### src/logic/mums_pkg.sv
package mums_pkg;

  // Processor bus geometry
  localparam int          ADDR_W          = 13;
  localparam logic [7:0]  SOFT_INT_OPCODE = 8'h83;
  localparam logic [7:0]  RET_INT_OPCODE  = 8'h80;

  // Monitor map is a 4K window repeated through the address space
  localparam logic [12:0] MON_ADDR_MASK   = 13'h0FFF;

  // User map regions
  localparam logic [12:0] USER_IO_HI      = 13'h000F;
  localparam logic [12:0] USER_RAM_LO     = 13'h0010;
  localparam logic [12:0] USER_RAM_HI     = 13'h007F;
  localparam logic [12:0] USER_PROG_LO    = 13'h0080;
  localparam logic [12:0] USER_PROG_HI    = 13'h0FFF;
  localparam logic [12:0] USER_2K_MASK    = 13'h07FF;

  // Sequence counts
  localparam logic [2:0]  TEMP_OPERANDS   = 3'h2;
  localparam logic [2:0]  STACK_BYTES     = 3'h5;
  localparam logic [2:0]  CNT_RESET       = 3'h0;
  localparam logic [7:0]  DATA_RESET      = 8'h00;
  localparam logic [12:0] ADDR_RESET      = 13'h0000;

  // Pin synchroniser lanes
  localparam int          PIN_N           = 3;
  localparam int          PIN_USER_RESET  = 0;
  localparam int          PIN_ABORT       = 1;
  localparam int          PIN_MAP_2K      = 2;

  typedef logic [ADDR_W-1:0] mums_addr_t;

  typedef enum logic [2:0] {
    ST_MON,
    ST_TEMP_FETCH,
    ST_TEMP_USER,
    ST_PERM_WAIT,
    ST_USER,
    ST_USER_RST,
    ST_ABORT_FORCE,
    ST_STACK
  } mums_state_t;

  // Registered chip selects for one bus cycle
  typedef struct packed {
    logic valid;
    logic mon_sel;
    logic user_io_sel;
    logic user_ram_sel;
    logic user_prog_sel;
    logic write_block;
  } mums_decode_t;

endpackage : mums_pkg

### src/logic/mums_map_switch.sv
`timescale 1ns/1ps
// Operation
// - Exactly one map, monitor or user, active.
// - Temporary switch: fetch three bytes, then user.
// - Next opcode fetch returns to monitor map.
// - Permanent switch by command or user reset.
// - Return opcode from monitor, then user map.
// - User reset resets core, selects user map.
// - Breakpoints ignored after user reset entry.
// - Soft interrupt with breakpoint or abort returns.
// - Plain soft interrupt stays in user map.
// - Abort forces soft interrupt until opcode fetch.
// - Abort does nothing in monitor map.
// - Five stacked bytes precede monitor re-entry.
// - User RAM and stack at 010-07F.
// - Program space write protected while running.
// - 2K option mirrors lower 2K upward.
module mums_map_switch
  import mums_pkg::*;
(
  input  wire logic         CLK_IN,
  input  wire logic         RST_IN,
  input  wire logic         BUS_VALID_IN,
  input  wire mums_addr_t   BUS_ADDR_IN,
  input  wire logic         BUS_WR_IN,
  input  wire logic         OPCODE_FETCH_CYCLE_IN,
  input  wire logic [7:0]   BUS_DATA_IN,
  input  wire logic         TEMP_SWITCH_CMD_IN,
  input  wire logic         PERM_SWITCH_CMD_IN,
  input  wire logic         BKPT_SET_IN,
  input  wire logic         BKPT_CLEAR_IN,
  input  wire logic         USER_RESET_SW_IN,
  input  wire logic         ABORT_SW_IN,
  input  wire logic         MAP_2K_SEL_IN,
  output logic              USER_MAP_OUT,
  output mums_decode_t      DECODE_OUT,
  output mums_addr_t        MAPPED_ADDR_OUT,
  output logic              FORCE_DATA_OE_OUT,
  output logic [7:0]        FORCE_DATA_OUT,
  output logic              USER_RESET_OUT,
  output logic              USER_RESET_MODE_OUT,
  output logic              BKPT_ARMED_OUT
);

  mums_state_t      state;
  mums_state_t      next_state;
  logic [2:0]       cnt;
  logic [PIN_N-1:0] pin_meta;
  logic [PIN_N-1:0] pin_sync;
  logic             user_rst_prev;
  logic             user_rst_rise;
  logic             abort_held;
  logic             map_2k;
  logic             bkpt;
  logic             fetch;
  logic             swi_seen;
  logic             temp_return;
  logic             dec_user;
  mums_addr_t       user_addr;

  // User map states; one encoding per map keeps the maps exclusive
  function automatic logic is_user(input mums_state_t s);
    return (s == ST_TEMP_USER) || (s == ST_USER) || (s == ST_USER_RST) ||
           (s == ST_ABORT_FORCE) || (s == ST_STACK);
  endfunction : is_user

  // Program space is locked only while user code is running
  function automatic logic is_running(input mums_state_t s);
    return (s == ST_USER) || (s == ST_USER_RST) || (s == ST_ABORT_FORCE) || (s == ST_STACK);
  endfunction : is_running

  // Address decode for one bus cycle
  function automatic mums_decode_t decode_fn(input mums_addr_t a, input logic user,
                                             input logic lock, input logic wr);
    mums_decode_t d;
    d = '0;
    d.valid = 1'b1;
    if (!user) begin
      d.mon_sel = 1'b1;
    end else if (a <= USER_IO_HI) begin
      d.user_io_sel = 1'b1;
    end else if (a <= USER_RAM_HI) begin
      d.user_ram_sel = 1'b1;
    end else begin
      d.user_prog_sel = 1'b1;
      d.write_block   = lock & wr;
    end
    return d;
  endfunction : decode_fn

  // Switches and jumper come from pins; two flops before any use
  always_ff @(posedge CLK_IN or posedge RST_IN) begin
    if (RST_IN) begin
      pin_meta <= '0;
      pin_sync <= '0;
    end else begin
      pin_meta <= {MAP_2K_SEL_IN, ABORT_SW_IN, USER_RESET_SW_IN};
      pin_sync <= pin_meta;
    end
  end

  // Edge memory for the user reset switch
  always_ff @(posedge CLK_IN or posedge RST_IN) begin
    if (RST_IN) begin
      user_rst_prev <= 1'b0;
    end else begin
      user_rst_prev <= pin_sync[PIN_USER_RESET];
    end
  end

  assign user_rst_rise = pin_sync[PIN_USER_RESET] & ~user_rst_prev;
  assign abort_held    = pin_sync[PIN_ABORT];
  assign map_2k        = pin_sync[PIN_MAP_2K];
  assign fetch         = BUS_VALID_IN & OPCODE_FETCH_CYCLE_IN;
  assign swi_seen      = fetch & (BUS_DATA_IN == SOFT_INT_OPCODE);

  // The fetch that ends a temporary switch must already be served by the monitor
  assign temp_return   = (state == ST_TEMP_USER) & fetch;
  assign dec_user      = is_user(state) & ~temp_return;
  // 2K option folds the upper 6K onto the lower 2K before any region is decoded
  assign user_addr     = map_2k ? (BUS_ADDR_IN & USER_2K_MASK) : BUS_ADDR_IN;

  // Breakpoint flip-flop; a set in the clearing cycle wins
  always_ff @(posedge CLK_IN or posedge RST_IN) begin
    if (RST_IN) begin
      bkpt <= 1'b0;
    end else if (BKPT_SET_IN) begin
      bkpt <= 1'b1;
    end else if (BKPT_CLEAR_IN) begin
      bkpt <= 1'b0;
    end
  end

  // Map sequencing
  always_comb begin
    next_state = state;
    unique case (state)
      ST_MON: begin
        // Abort is not looked at here, so it cannot disturb the monitor
        if (TEMP_SWITCH_CMD_IN) begin
          next_state = ST_TEMP_FETCH;
        end else if (PERM_SWITCH_CMD_IN) begin
          next_state = ST_PERM_WAIT;
        end
      end
      ST_TEMP_FETCH: begin
        // Opcode plus two operands come from the monitor first
        if (BUS_VALID_IN && (fetch || cnt != CNT_RESET) && cnt == TEMP_OPERANDS) begin
          next_state = ST_TEMP_USER;
        end
      end
      ST_TEMP_USER: begin
        if (fetch) begin
          next_state = ST_MON;
        end
      end
      ST_PERM_WAIT: begin
        if (fetch && BUS_DATA_IN == RET_INT_OPCODE) begin
          next_state = ST_USER;
        end
      end
      ST_USER, ST_USER_RST: begin
        // Breakpoint only counts when entered by monitor command
        if (swi_seen && ((bkpt && state == ST_USER) || abort_held)) begin
          next_state = ST_STACK;
        end else if (abort_held) begin
          next_state = ST_ABORT_FORCE;
        end
        // Any other soft interrupt runs in user space
      end
      ST_ABORT_FORCE: begin
        if (fetch) begin
          next_state = ST_STACK;
        end
      end
      ST_STACK: begin
        // Vector fetch after the last push comes from the monitor
        if (BUS_VALID_IN && BUS_WR_IN && cnt == STACK_BYTES - 3'h1) begin
          next_state = ST_MON;
        end
      end
    endcase
    if (user_rst_rise) begin
      next_state = ST_USER_RST;
    end
  end

  always_ff @(posedge CLK_IN or posedge RST_IN) begin
    if (RST_IN) begin
      state <= ST_MON;
    end else begin
      state <= next_state;
    end
  end

  // Byte counter for the temporary fetch and the register stacking
  always_ff @(posedge CLK_IN or posedge RST_IN) begin
    if (RST_IN) begin
      cnt <= CNT_RESET;
    end else if (next_state != state) begin
      cnt <= CNT_RESET;
    end else if (state == ST_TEMP_FETCH && BUS_VALID_IN && (fetch || cnt != CNT_RESET)) begin
      cnt <= cnt + 3'h1;
    end else if (state == ST_STACK && BUS_VALID_IN && BUS_WR_IN) begin
      cnt <= cnt + 3'h1;
    end
  end

  // Map flag and forced opcode follow the next state so they align with it
  always_ff @(posedge CLK_IN or posedge RST_IN) begin
    if (RST_IN) begin
      USER_MAP_OUT      <= 1'b0;
      FORCE_DATA_OE_OUT <= 1'b0;
      FORCE_DATA_OUT    <= DATA_RESET;
    end else begin
      USER_MAP_OUT      <= is_user(next_state);
      FORCE_DATA_OE_OUT <= (next_state == ST_ABORT_FORCE);
      FORCE_DATA_OUT    <= (next_state == ST_ABORT_FORCE) ? SOFT_INT_OPCODE : DATA_RESET;
    end
  end

  // Status and the core/user I/O reset, held while the switch is down
  always_ff @(posedge CLK_IN or posedge RST_IN) begin
    if (RST_IN) begin
      USER_RESET_OUT      <= 1'b0;
      USER_RESET_MODE_OUT <= 1'b0;
      BKPT_ARMED_OUT      <= 1'b0;
    end else begin
      USER_RESET_OUT      <= pin_sync[PIN_USER_RESET];
      USER_RESET_MODE_OUT <= (next_state == ST_USER_RST);
      BKPT_ARMED_OUT      <= bkpt;
    end
  end

  // Selects are registered, so they lag the bus cycle by one clock
  always_ff @(posedge CLK_IN or posedge RST_IN) begin
    if (RST_IN) begin
      DECODE_OUT      <= '0;
      MAPPED_ADDR_OUT <= ADDR_RESET;
    end else if (BUS_VALID_IN) begin
      DECODE_OUT <= decode_fn(user_addr, dec_user, is_running(state), BUS_WR_IN);
      if (!dec_user) begin
        MAPPED_ADDR_OUT <= BUS_ADDR_IN & MON_ADDR_MASK;
      end else begin
        MAPPED_ADDR_OUT <= user_addr;
      end
    end else begin
      DECODE_OUT <= '0;
    end
  end
endmodule : mums_map_switch

### config.mk
export PLATFORM = sky130hd
export DESIGN_NAME = mums_map_switch
export DESIGN_NICKNAME = d
export VERILOG_FILES = /design/src/logic/mums_pkg.sv /design/src/logic/mums_map_switch.sv
export SDC_FILE = /design/constraint.sdc
export NUM_CORES = 1
export LEC_CHECK = 0
export ABC_AREA = 1
export BUFFER_PORTS_ARGS = -buffer_cell sky130_fd_sc_hd__buf_2
export CORE_MARGIN = 2
export CORE_UTILIZATION = 49
export CTS_CLUSTER_DIAMETER = 120
export DETAILED_ROUTE_END_ITERATION = 12
export PLACE_DENSITY_LB_ADDON = 0.2
export REMOVE_ABC_BUFFERS = 1
export SLEW_MARGIN = 5
export SYNTH_ARGS = -nofsm -noshare
export SYNTH_HDL_FRONTEND = slang
export SYNTH_SLANG_ARGS = --single-unit
### constraint.sdc
create_clock -name CLK_IN -period 1.8 [get_ports CLK_IN]
set_clock_uncertainty 0.05 [all_clocks]
set_input_delay 0.36 -clock CLK_IN [delete_from_list [all_inputs] [get_ports CLK_IN]]
set_output_delay 0.36 -clock CLK_IN [all_outputs]
set_load 0.05 [all_outputs]
==> metrics, run 1 <==
Fin Setup TNS=-0.0519 ns; flops & latches, synth=37; PortBufs=59; final hold violations=0; Adder-Cell Fraction of Synth Area=2.12%; Initial Utilization=51.9%; area of the core=3420 um^2; post-synthesis cell area=1770 um^2; Synth Area in XOR/XNOR=0.987%; Synth area leader=dfrtp_1; Worst-path clk slew=0.11 ns; multiplexer share of the synthesized area=0%; compound-gate portion of the synthesized area=5.36%; Vias/cell=4.63; # setup viols final=2; Ys Warns=0; max-cap viol count=0; maximum root-to-sink buffer count=2; critical path required time=2.00 ns; # diodes=0; CP Cell Sequence=inv_2, ha_4, nand2_2, nor2_4, nor2_2, nor2_1, o21ai_1, nor2_1, nand3_1, nand2_2, nand2_1, nand2_1, nand2_2, nor2_1; Layout area overhead=27.3%; vias in the first global route=1410; reg2reg path depth=14; layout cell share with drive strength beyond 1=36.4%; Final Worst Setup Slack=-0.0323 ns; WL/cell=10.5 um; H-tree Lvls=2; Critical Path Start Type=register; Remaining Overflow, GRT=0; DIE AREA=4120 um^2; vias=1538; Detail Placement HPWL=2680 um; Synth cell types=29; largest net degree at the start of global routing=38; share of the synthesized area in the top cell type=52.2%; Sinks on Clock Net=37; worst path bufs/invs=1; post-synthesis simple-gate area fraction=27.9%; Hold Worst Slack=0.0730 ns; unrepaired setup endpoints after global routing=yes; GRT Total Usage=18.8%; Area contributors post-synth=dfrtp_1 (52%), nand2_1 (13%), inv_1 (6.1%); Setup Slack @ Placement=-0.0398 ns; CP Capture Type=register; worst-path fanout max=3; TritonCTS clock tree=built; Setup CP Type=register to register; clock latency on the worst-skew pair=0.32 ns; FMAX=546 MHz; Pre-antenna DRT Iters=4; CP Depth=14; total CTS buffers=5; boundary pin count=65; initial antenna violation count=0; first-pass GRT wire length=5980 um; number of flops mapped to enable cells by yosys=0; worst hold path type=primary input to async pin; gate count of the mapped netlist=217; fin nets=321; Tcrit/Tclk final=102%; status=finished, violations left; Initial DRC Count=51; Power Dens Cells=1280 nW/um^2; Remaining DRCs=0; CP max stage cell=dfrtp_1; global placement routability congestion=0.911; Routed WL=3490 um; Max IR drop VDD=0.664 mV; crit path time final=1.83 ns; CP max stage delay=0.41 ns; Avg Cell Area, Syn=8.18 um^2; post-synthesis async set-or-reset flop share=100%; failing checks=negative setup slack; Die H=64.2 um; Top delay family on crit path=simple AND/OR/NAND/NOR gates; FP Rows=21; most frequent cell after synthesis=nand2_1; ANT nets after route=0; root buffer cell=clkbuf_4; largest family of logic cells by synthesized area=simple AND/OR/NAND/NOR gates; Seq/Total Area, Yosys=52.2%; ys flop type=dfrtp_1; DIE WIDTH=64.2 um; Slew Limit Fails=0; synth cell count leaders=nand2_1 (62), dfrtp_1 (37), inv_1 (29); arrival time worst endpoint=2.03 ns; Pleak=0.00126 uW
[cell families after synthesis]
| kind of cell | Yosys count |
|---|---|
| simple gates | 112 |
| buf+inv | 45 |
| flops | 37 |
| compound gates | 17 |
| fa+ha+maj | 3 |
| xor+xnor | 2 |
| other cells | 1 |
[flip-flops by register name (all words and copies together), names as in the netlist]
name	flops
BKPT_ARMED_OUT	1
DECODE_OUT	6
FORCE_DATA_OUT	1
MAPPED_ADDR_OUT	13
USER_MAP_OUT	1
USER_RESET_MODE_OUT	1
USER_RESET_OUT	1
bkpt	1
cnt	3
pin_meta	3
pin_sync	3
state	3
[cell type report]
class	instances	area (um^2)
Clock buffer	7	65.1
Clock inverter	1	5.00
Fill cell	293	1160
Inverter	35	131
Multi-Input combinational cell	139	717
Sequential cell	37	927
Tap cell	46	57.6
Timing Repair Buffer	67	355
[worst paths after layout]
check	startpoint	endpoint	slack (ns)
hold / removal	RST_IN	MAPPED_ADDR_OUT[7]	0.07
setup / recovery	cnt[0]	cnt[0]	-0.03
min in group CLK_IN	MAP_2K_SEL_IN	pin_meta[2]	0.09
max in group asynchronous	RST_IN	state[1]	1.30
hold reg to reg	pin_meta[0]	pin_sync[0]	0.31
setup reg to reg	cnt[0]	cnt[0]	-0.03
[worst register-to-register path: cells and delay by family (launching register included)]
family                   cells  cell delay, ns
AO/OA/AOI/OAI                1            0.09
adder cells (fa/ha/maj)      1            0.14
buffers and inverters        1            0.10
AND/OR/NAND/NOR             11            0.98
flip-flops                   1            0.41
[timing repair]
item | CTS | global route
setup endpoints to repair | 3 | 6
setup buffers | 3 | 1
hold buffers | 0 | 0
pin swaps | 3 | 4
resized for setup | 7 | 11
[layout by cell type (no fill, tap or decap), types with 2 or more instances in the layout]
cell type | netlist | final
buf_2 | 1 | 59
nand2_1 | 62 | 58
dfrtp_1 | 37 | 36
inv_1 | 29 | 26
nor2_1 | 23 | 20
o21ai_0 | 10 | 10
nand3_1 | 10 | 10
inv_2 | 5 | 8
buf_4 | 8 | 8
nand2_2 | 2 | 6
conb_1 | 1 | 5
clkbuf_4 | 0 | 5
nand3_2 | 3 | 3
nor2_4 | 1 | 3
nor2_2 | 2 | 3
nor3_1 | 4 | 3
nor3_2 | 2 | 2
xor2_1 | 2 | 2
nand4_1 | 2 | 2
clkbuf_8 | 0 | 2
[routing by layer]
layer | vias to the layer above | share of wire, % | global-route usage (%)
met5 | - | 0 | 0
met3 | 7 | 4.7 | 5.46
li1 | 791 | - | -
met4 | 0 | 1.3 | 5.85
met1 | 702 | 43 | 22.5
met2 | 38 | 51 | 32.4
[metrics by stage]
step / instance area, um^2 / power, uW / utilization [%] / std cells
final: 2260 / 2880 / 66.1 / 332
after global routing: 2260 / 3110 / 66.1 / 332
after CTS: 2220 / 2780 / 65.0 / 331
after detailed placement: 2100 / 2260 / 61.6 / 320
after global placement: 2100 / 2250 / 61.6 / 320
after floorplan: 1720 / 1980 / - / 211
[power by group]
group	switching, uW	internal (uW)
sequential	97.9	951
clock	248	226
combinational	938	422
Note: power is estimated with default switching activity, not from simulation.
==> run 2, diff against run 1 <==
CAP_MARGIN = 20   (was default)
RECOVER_POWER = 50   (was default)
==> metrics, run 2 (synthesis results as in run 1) <==
Power Dens Cells=1280 nW/um^2 (about the same); Vias/cell=4.63 (unchanged); worst-path fanout max=3 (unchanged); Sw Share=44.5% (about the same); clock share of power=16.5% (about the same); Setup CP Type=register to register; Slew Limit Fails=0 (unchanged); Remaining Overflow, GRT=0 (unchanged); failing checks=negative setup slack; max-cap viol count=0 (unchanged); Hold EP=pin_meta[2]; final hold violations=0 (unchanged); multi-input combinational cell area=717 um^2 (unchanged); area of the core=3420 um^2 (unchanged); vias=1538 (unchanged); FMAX=546 MHz (unchanged); CP Capture Type=register; Remaining DRCs=0 (unchanged); Detail Placement HPWL=2680 um (unchanged); FF-to-FF End=cnt[0]; PortBufs=59 (unchanged); critical path required time=2.00 ns (about the same); root buffer cell=clkbuf_4; Initial Utilization=51.9% (unchanged); TritonCTS clock tree=built; Critical Path Start Type=register; Rel. slew slack=42.9%; vias in the first global route=1410 (unchanged); total CTS buffers=5 (unchanged); Pleak=0.00126 uW (about the same); max FFs per register=13 (unchanged); worst hold path type=primary input to register; Slew @ Worst Pin=0.856 ns; hold_buf cts=0 (unchanged); Max IR drop VDD=0.665 mV (+0.21%); # diodes=0 (unchanged); Layout area overhead=27.2%; FP Rows=21 (unchanged); P_int=1600 uW (about the same); WHS Path Cells=1; Die H=64.2 um (unchanged); WL/cell=10.5 um (unchanged); Fin Setup TNS=-0.0519 ns (+0.00000330 ns); fin nets=321 (unchanged); commonest cells after routing, fill and taps aside=buf_2 (59), nand2_1 (58), dfrtp_1 (36), inv_1 (26), nor2_1 (20); Final Worst Setup Slack=-0.0323 ns (+0.00000180 ns); ANT nets after route=0 (unchanged); first-pass GRT wire length=5980 um (unchanged); largest net degree at the start of global routing=38 (unchanged); Routed WL=3490 um (unchanged); fillcell total=294 (+0.34%); GRT Total Usage=18.8% (unchanged); non-filler instance count after layout=332 (unchanged); maximum root-to-sink buffer count=2 (unchanged); dpl cell area=2100 um^2 (unchanged); initial antenna violation count=0 (unchanged); Combinational Power Share=47.1% (about the same); Initial DRC Count=51 (unchanged); Worst-path clk slew=0.10 ns (about the same); clock latency on the worst-skew pair=0.32 ns (about the same); Pre-antenna DRT Iters=4 (unchanged); global placement routability congestion=0.911 (unchanged); DIE WIDTH=64.2 um (unchanged); # setup viols final=2 (unchanged); arrival time worst endpoint=2.03 ns (about the same); DIE AREA=4120 um^2 (unchanged); Seq pwr share=36.4% (about the same); crit path time final=1.83 ns (-0.00000180 ns); Top Registers=MAPPED_ADDR_OUT (13), DECODE_OUT (6); Reg2Reg Launch Point=cnt[0]; layout cell share with drive strength beyond 1=36.4% (unchanged); reg2reg path depth=14 (unchanged); Post-Layout Inst Area=2260 um^2 (-0.11%); Sinks on Clock Net=37 (unchanged); Hold Crit Start=MAP_2K_SEL_IN; unrepaired setup endpoints after global routing=yes; leading cell type in the layout, fill and taps excluded=buf_2; boundary pin count=65 (unchanged); Cell Count Post-Placement=320 (unchanged); status=finished, violations left; Tcrit/Tclk final=102% (about the same); H-tree Lvls=2 (unchanged); Tot Pwr=2880 uW (about the same); Reg with most FFs=MAPPED_ADDR_OUT; switching power=1280 uW (about the same); register area=927 um^2 (unchanged); r2r setup slk=-0.03 ns (about the same)
==> run 2: cell count changes in the layout (fill, tap and decap cells not counted), sizes merged <==
cell    change
clkbuf      +1
buf         -1
==> run 2: metal layers <==
metal | wire length, um | up-vias | global-route usage [%]
met5 | 0 | - | 0
met4 | 46 | 0 | 5.85
met3 | 165 | 7 | 5.46
met2 | 1790 | 38 | 32.4
met1 | 1490 | 702 | 22.5
li1 | - | 791 | -
==> run 2: power by group through the flow <==
stage	Combinational, uW	Sequential, uW	Clock [uW]
floorplan	614	1360	0
global placement	1190	1060	0
detailed placement	1200	1060	0
CTS	1240	1040	493
global route	1510	1060	535
finish	1360	1050	475
==> run 2: timing repair <==
action	4_1_cts	5_1_grt
setup endpoints to repair	3	6
gates resized for setup	7	11
pin swaps	3	4
cloned	0	0
setup buffers	3	1
==> run 2: worst max path at each step <==
stage	from	end	slack, ns	depth (start not counted)
2_1_floorplan	FORCE_DATA_OUT[1]	FORCE_DATA_OE_OUT	-0.09	0
3_3_place_gp	cnt[0]	cnt[1]	0.04	14
3_5_place_dp	cnt[0]	cnt[0]	-0.04	14
4_1_cts	cnt[0]	cnt[1]	0.009	14
5_1_grt	cnt[0]	cnt[0]	-0.20	14
6_report	cnt[0]	cnt[0]	-0.03	14
==> run 2: through the flow <==
step	utilization, %	setup WS (ns)	hold slack [ns]
floorplan	-	-0.0887	0.281
global placement	61.6	0.0385	0.283
detailed placement	61.6	-0.0398	0.288
CTS	65.0	0.00949	0.0703
global route	66.0	-0.203	0.0576
finish	66.0	-0.0323	0.0861
==> run 2: cell type report <==
| type | instances | area share (%) |
|---|---|---|
| clock buffers | 7 | 2.88 |
| clock inverters | 1 | 0.222 |
| inverters | 35 | 5.82 |
| multi-input cells | 139 | 31.8 |
| flip-flops and latches | 37 | 41.1 |
| well taps | 46 | 2.55 |
| repair buffers | 67 | 15.6 |
==> run 2: worst max-delay path, cell delays in order, from the launching register on <==
cell,delay [ns]
dfrtp_1,0.41
inv_2,0.10
ha_4,0.14
nand2_2,0.06
nor2_4,0.10
nor2_2,0.06
nor2_1,0.12
o21ai_1,0.09
nor2_1,0.12
nand3_1,0.12
nand2_2,0.10
nand2_1,0.05
nand2_1,0.06
nand2_2,0.07
nor2_1,0.11
==> run 3, diff against run 2 <==
CORE_UTILIZATION = 51   (was 49)
CTS_BUF_LIST = sky130_fd_sc_hd__clkbuf_2   (was default)
==> metrics, run 3 (synthesis results as in run 1) <==
Max IR drop VDD=0.720 mV (+8.3%); Pleak=0.00130 uW (+2.8%); first-pass GRT wire length=6150 um (+3.0%); max FFs per register=13 (unchanged); DIE WIDTH=63.0 um (-1.9%); root buffer cell=clkbuf_2; unrepaired setup endpoints after global routing=yes; r2r setup slk=-0.12 ns (-0.09 ns); critical path required time=2.08 ns (+0.08 ns); Top Registers=MAPPED_ADDR_OUT (13), DECODE_OUT (6); vias=1628 (+5.9%); non-filler instance count after layout=339 (+2.1%); layout cell share with drive strength beyond 1=37.2% (+0.84 points); Rel. slew slack=40.6% (-2.3 points); Remaining DRCs=0 (unchanged); Post-Layout Inst Area=2330 um^2 (+3.3%); # setup viols final=3 (+1); Setup CP Type=register to register; dpl cell area=2090 um^2 (-0.71%); PortBufs=59 (unchanged); crit path time final=1.92 ns (+0.0920 ns); vias in the first global route=1474 (+4.5%); fin nets=328 (+2.2%); worst hold path type=primary input to register; status=finished, violations left; Top delay family on crit path=simple AND/OR/NAND/NOR gates; Sinks on Clock Net=37 (unchanged); CP Capture Type=register; initial antenna violation count=0 (unchanged); ANT nets after route=0 (unchanged); area of the core=3340 um^2 (-2.3%); Vias/cell=4.80 (+3.7%); max-cap viol count=0 (unchanged); failing checks=negative setup slack; global placement routability congestion=0.909 (-0.21%); WHS Path Cells=2 (+1); total CTS buffers=5 (unchanged); Layout area overhead=31.4%; Remaining Overflow, GRT=0 (unchanged); FF-to-FF End=cnt[2]; DIE AREA=3970 um^2 (-3.7%); # diodes=0 (unchanged); commonest cells after routing, fill and taps aside=nand2_1 (59), buf_2 (59), dfrtp_1 (35), inv_1 (24), nor2_1 (20); GRT Total Usage=19.7% (+0.96 points); most frequent CP cell=nand2_1; Initial DRC Count=64 (+25%); Hold Crit Start=BUS_ADDR_IN[6]; boundary pin count=65 (unchanged); Cell Count Post-Placement=318 (-0.63%); CP max stage delay=0.43 ns (+0.02 ns); FP Rows=21 (unchanged); Die H=63.0 um (-1.9%); Fin Setup TNS=-0.320 ns (-0.268 ns); H-tree Lvls=2 (unchanged); final hold violations=0 (unchanged); worst-path fanout max=3 (unchanged); Slew Limit Fails=0 (unchanged); CP max stage cell=dfrtp_1; Final Worst Setup Slack=-0.124 ns (-0.0920 ns); clock latency on the worst-skew pair=0.39 ns (+0.07 ns); Routed WL=3810 um (+9.0%); Hold EP=DECODE_OUT[3]; Worst-path clk slew=0.19 ns (+0.09 ns); Pre-antenna DRT Iters=4 (unchanged); Critical Path Start Type=register; Power Dens Cells=1280 nW/um^2 (about the same); CP Depth=14 (unchanged); Tcrit/Tclk final=107% (+5.1 points); FMAX=520 MHz (-4.8%); Detail Placement HPWL=2650 um (-1.0%); Initial Utilization=53.2% (+1.2 points); reg2reg path depth=14 (unchanged); Slew @ Worst Pin=0.891 ns (+0.0349 ns); arrival time worst endpoint=2.20 ns (+0.17 ns); maximum root-to-sink buffer count=2 (unchanged); Reg2Reg Launch Point=cnt[0]; Reg with most FFs=MAPPED_ADDR_OUT; CP Cell Sequence=inv_2, ha_4, nand2_4, nor2_4, nor2_4, nor3_4, nand3_2, nand2_1, nand2_1, inv_1, nand2_1, nor2_2, nand2_2, nor2_2; Setup Slack @ Placement=-0.00121 ns (+0.0386 ns); worst path bufs/invs=2 (+1); largest net degree at the start of global routing=38 (unchanged); TritonCTS clock tree=built; WL/cell=11.2 um (+6.8%)
## run 3: layout make-up
class	count	area, um^2
clock buffers	6	30.0
clock inverters	2	38.8
fillers	296	1010
inverters	35	131
multi-input cells	139	729
flip-flops and latches	37	928
well taps	46	57.6
repair buffers	74	415
## run 3: report_power, final
group	total, uW	switching [uW]	internal, uW	leakage [uW]
clock	521	277	244	0.0000432
combinational	1390	940	454	0.000800
sequential	1070	112	953	0.000453
## run 3: worst reg2reg max path: cells and delay by family, from the launching register on
family                     cells  cell delay, ns
buffers and inverters          2            0.16
and+or+nand+nor               11            1.08
DFF                            1            0.43
adders and majority gates      1            0.16
## run 3: worst max-delay path by stage
stage,start,to,slack (ns)
final,cnt[0],cnt[2],-0.12
after global routing,cnt[1],cnt[2],-0.28
after CTS,cnt[0],cnt[2],-0.003
after detailed placement,cnt[0],cnt[0],-0.001
after global placement,cnt[0],cnt[1],0.08
after floorplan,FORCE_DATA_OUT[1],FORCE_DATA_OE_OUT,-0.09
## run 3: per-layer routing
metal | wire [um] | GRT usage [%]
met5 | 0 | 0
met4 | 49 | 8.06
met3 | 305 | 6.49
met2 | 1850 | 31.9
met1 | 1600 | 24.2
## run 3: repair_timing
item,in CTS,in global routing
hold endpoints to repair,37,3
buffers inserted,3,6
endpoints found under the setup margin,3,7
pin swaps,0,20
hold buffers,1,3
gates resized for setup,1,21
## run 3: metrics by stage
stage | hold WS, ns | power (uW) | utilization [%]
after floorplan | 0.281 | 1980 | -
after detailed placement | 0.288 | 2250 | 62.6
final | 0.0520 | 2980 | 69.9
after global routing | 0.00760 | 3180 | 69.9
after CTS | 0.000104 | 2800 | 65.6
after global placement | 0.282 | 2240 | 62.6
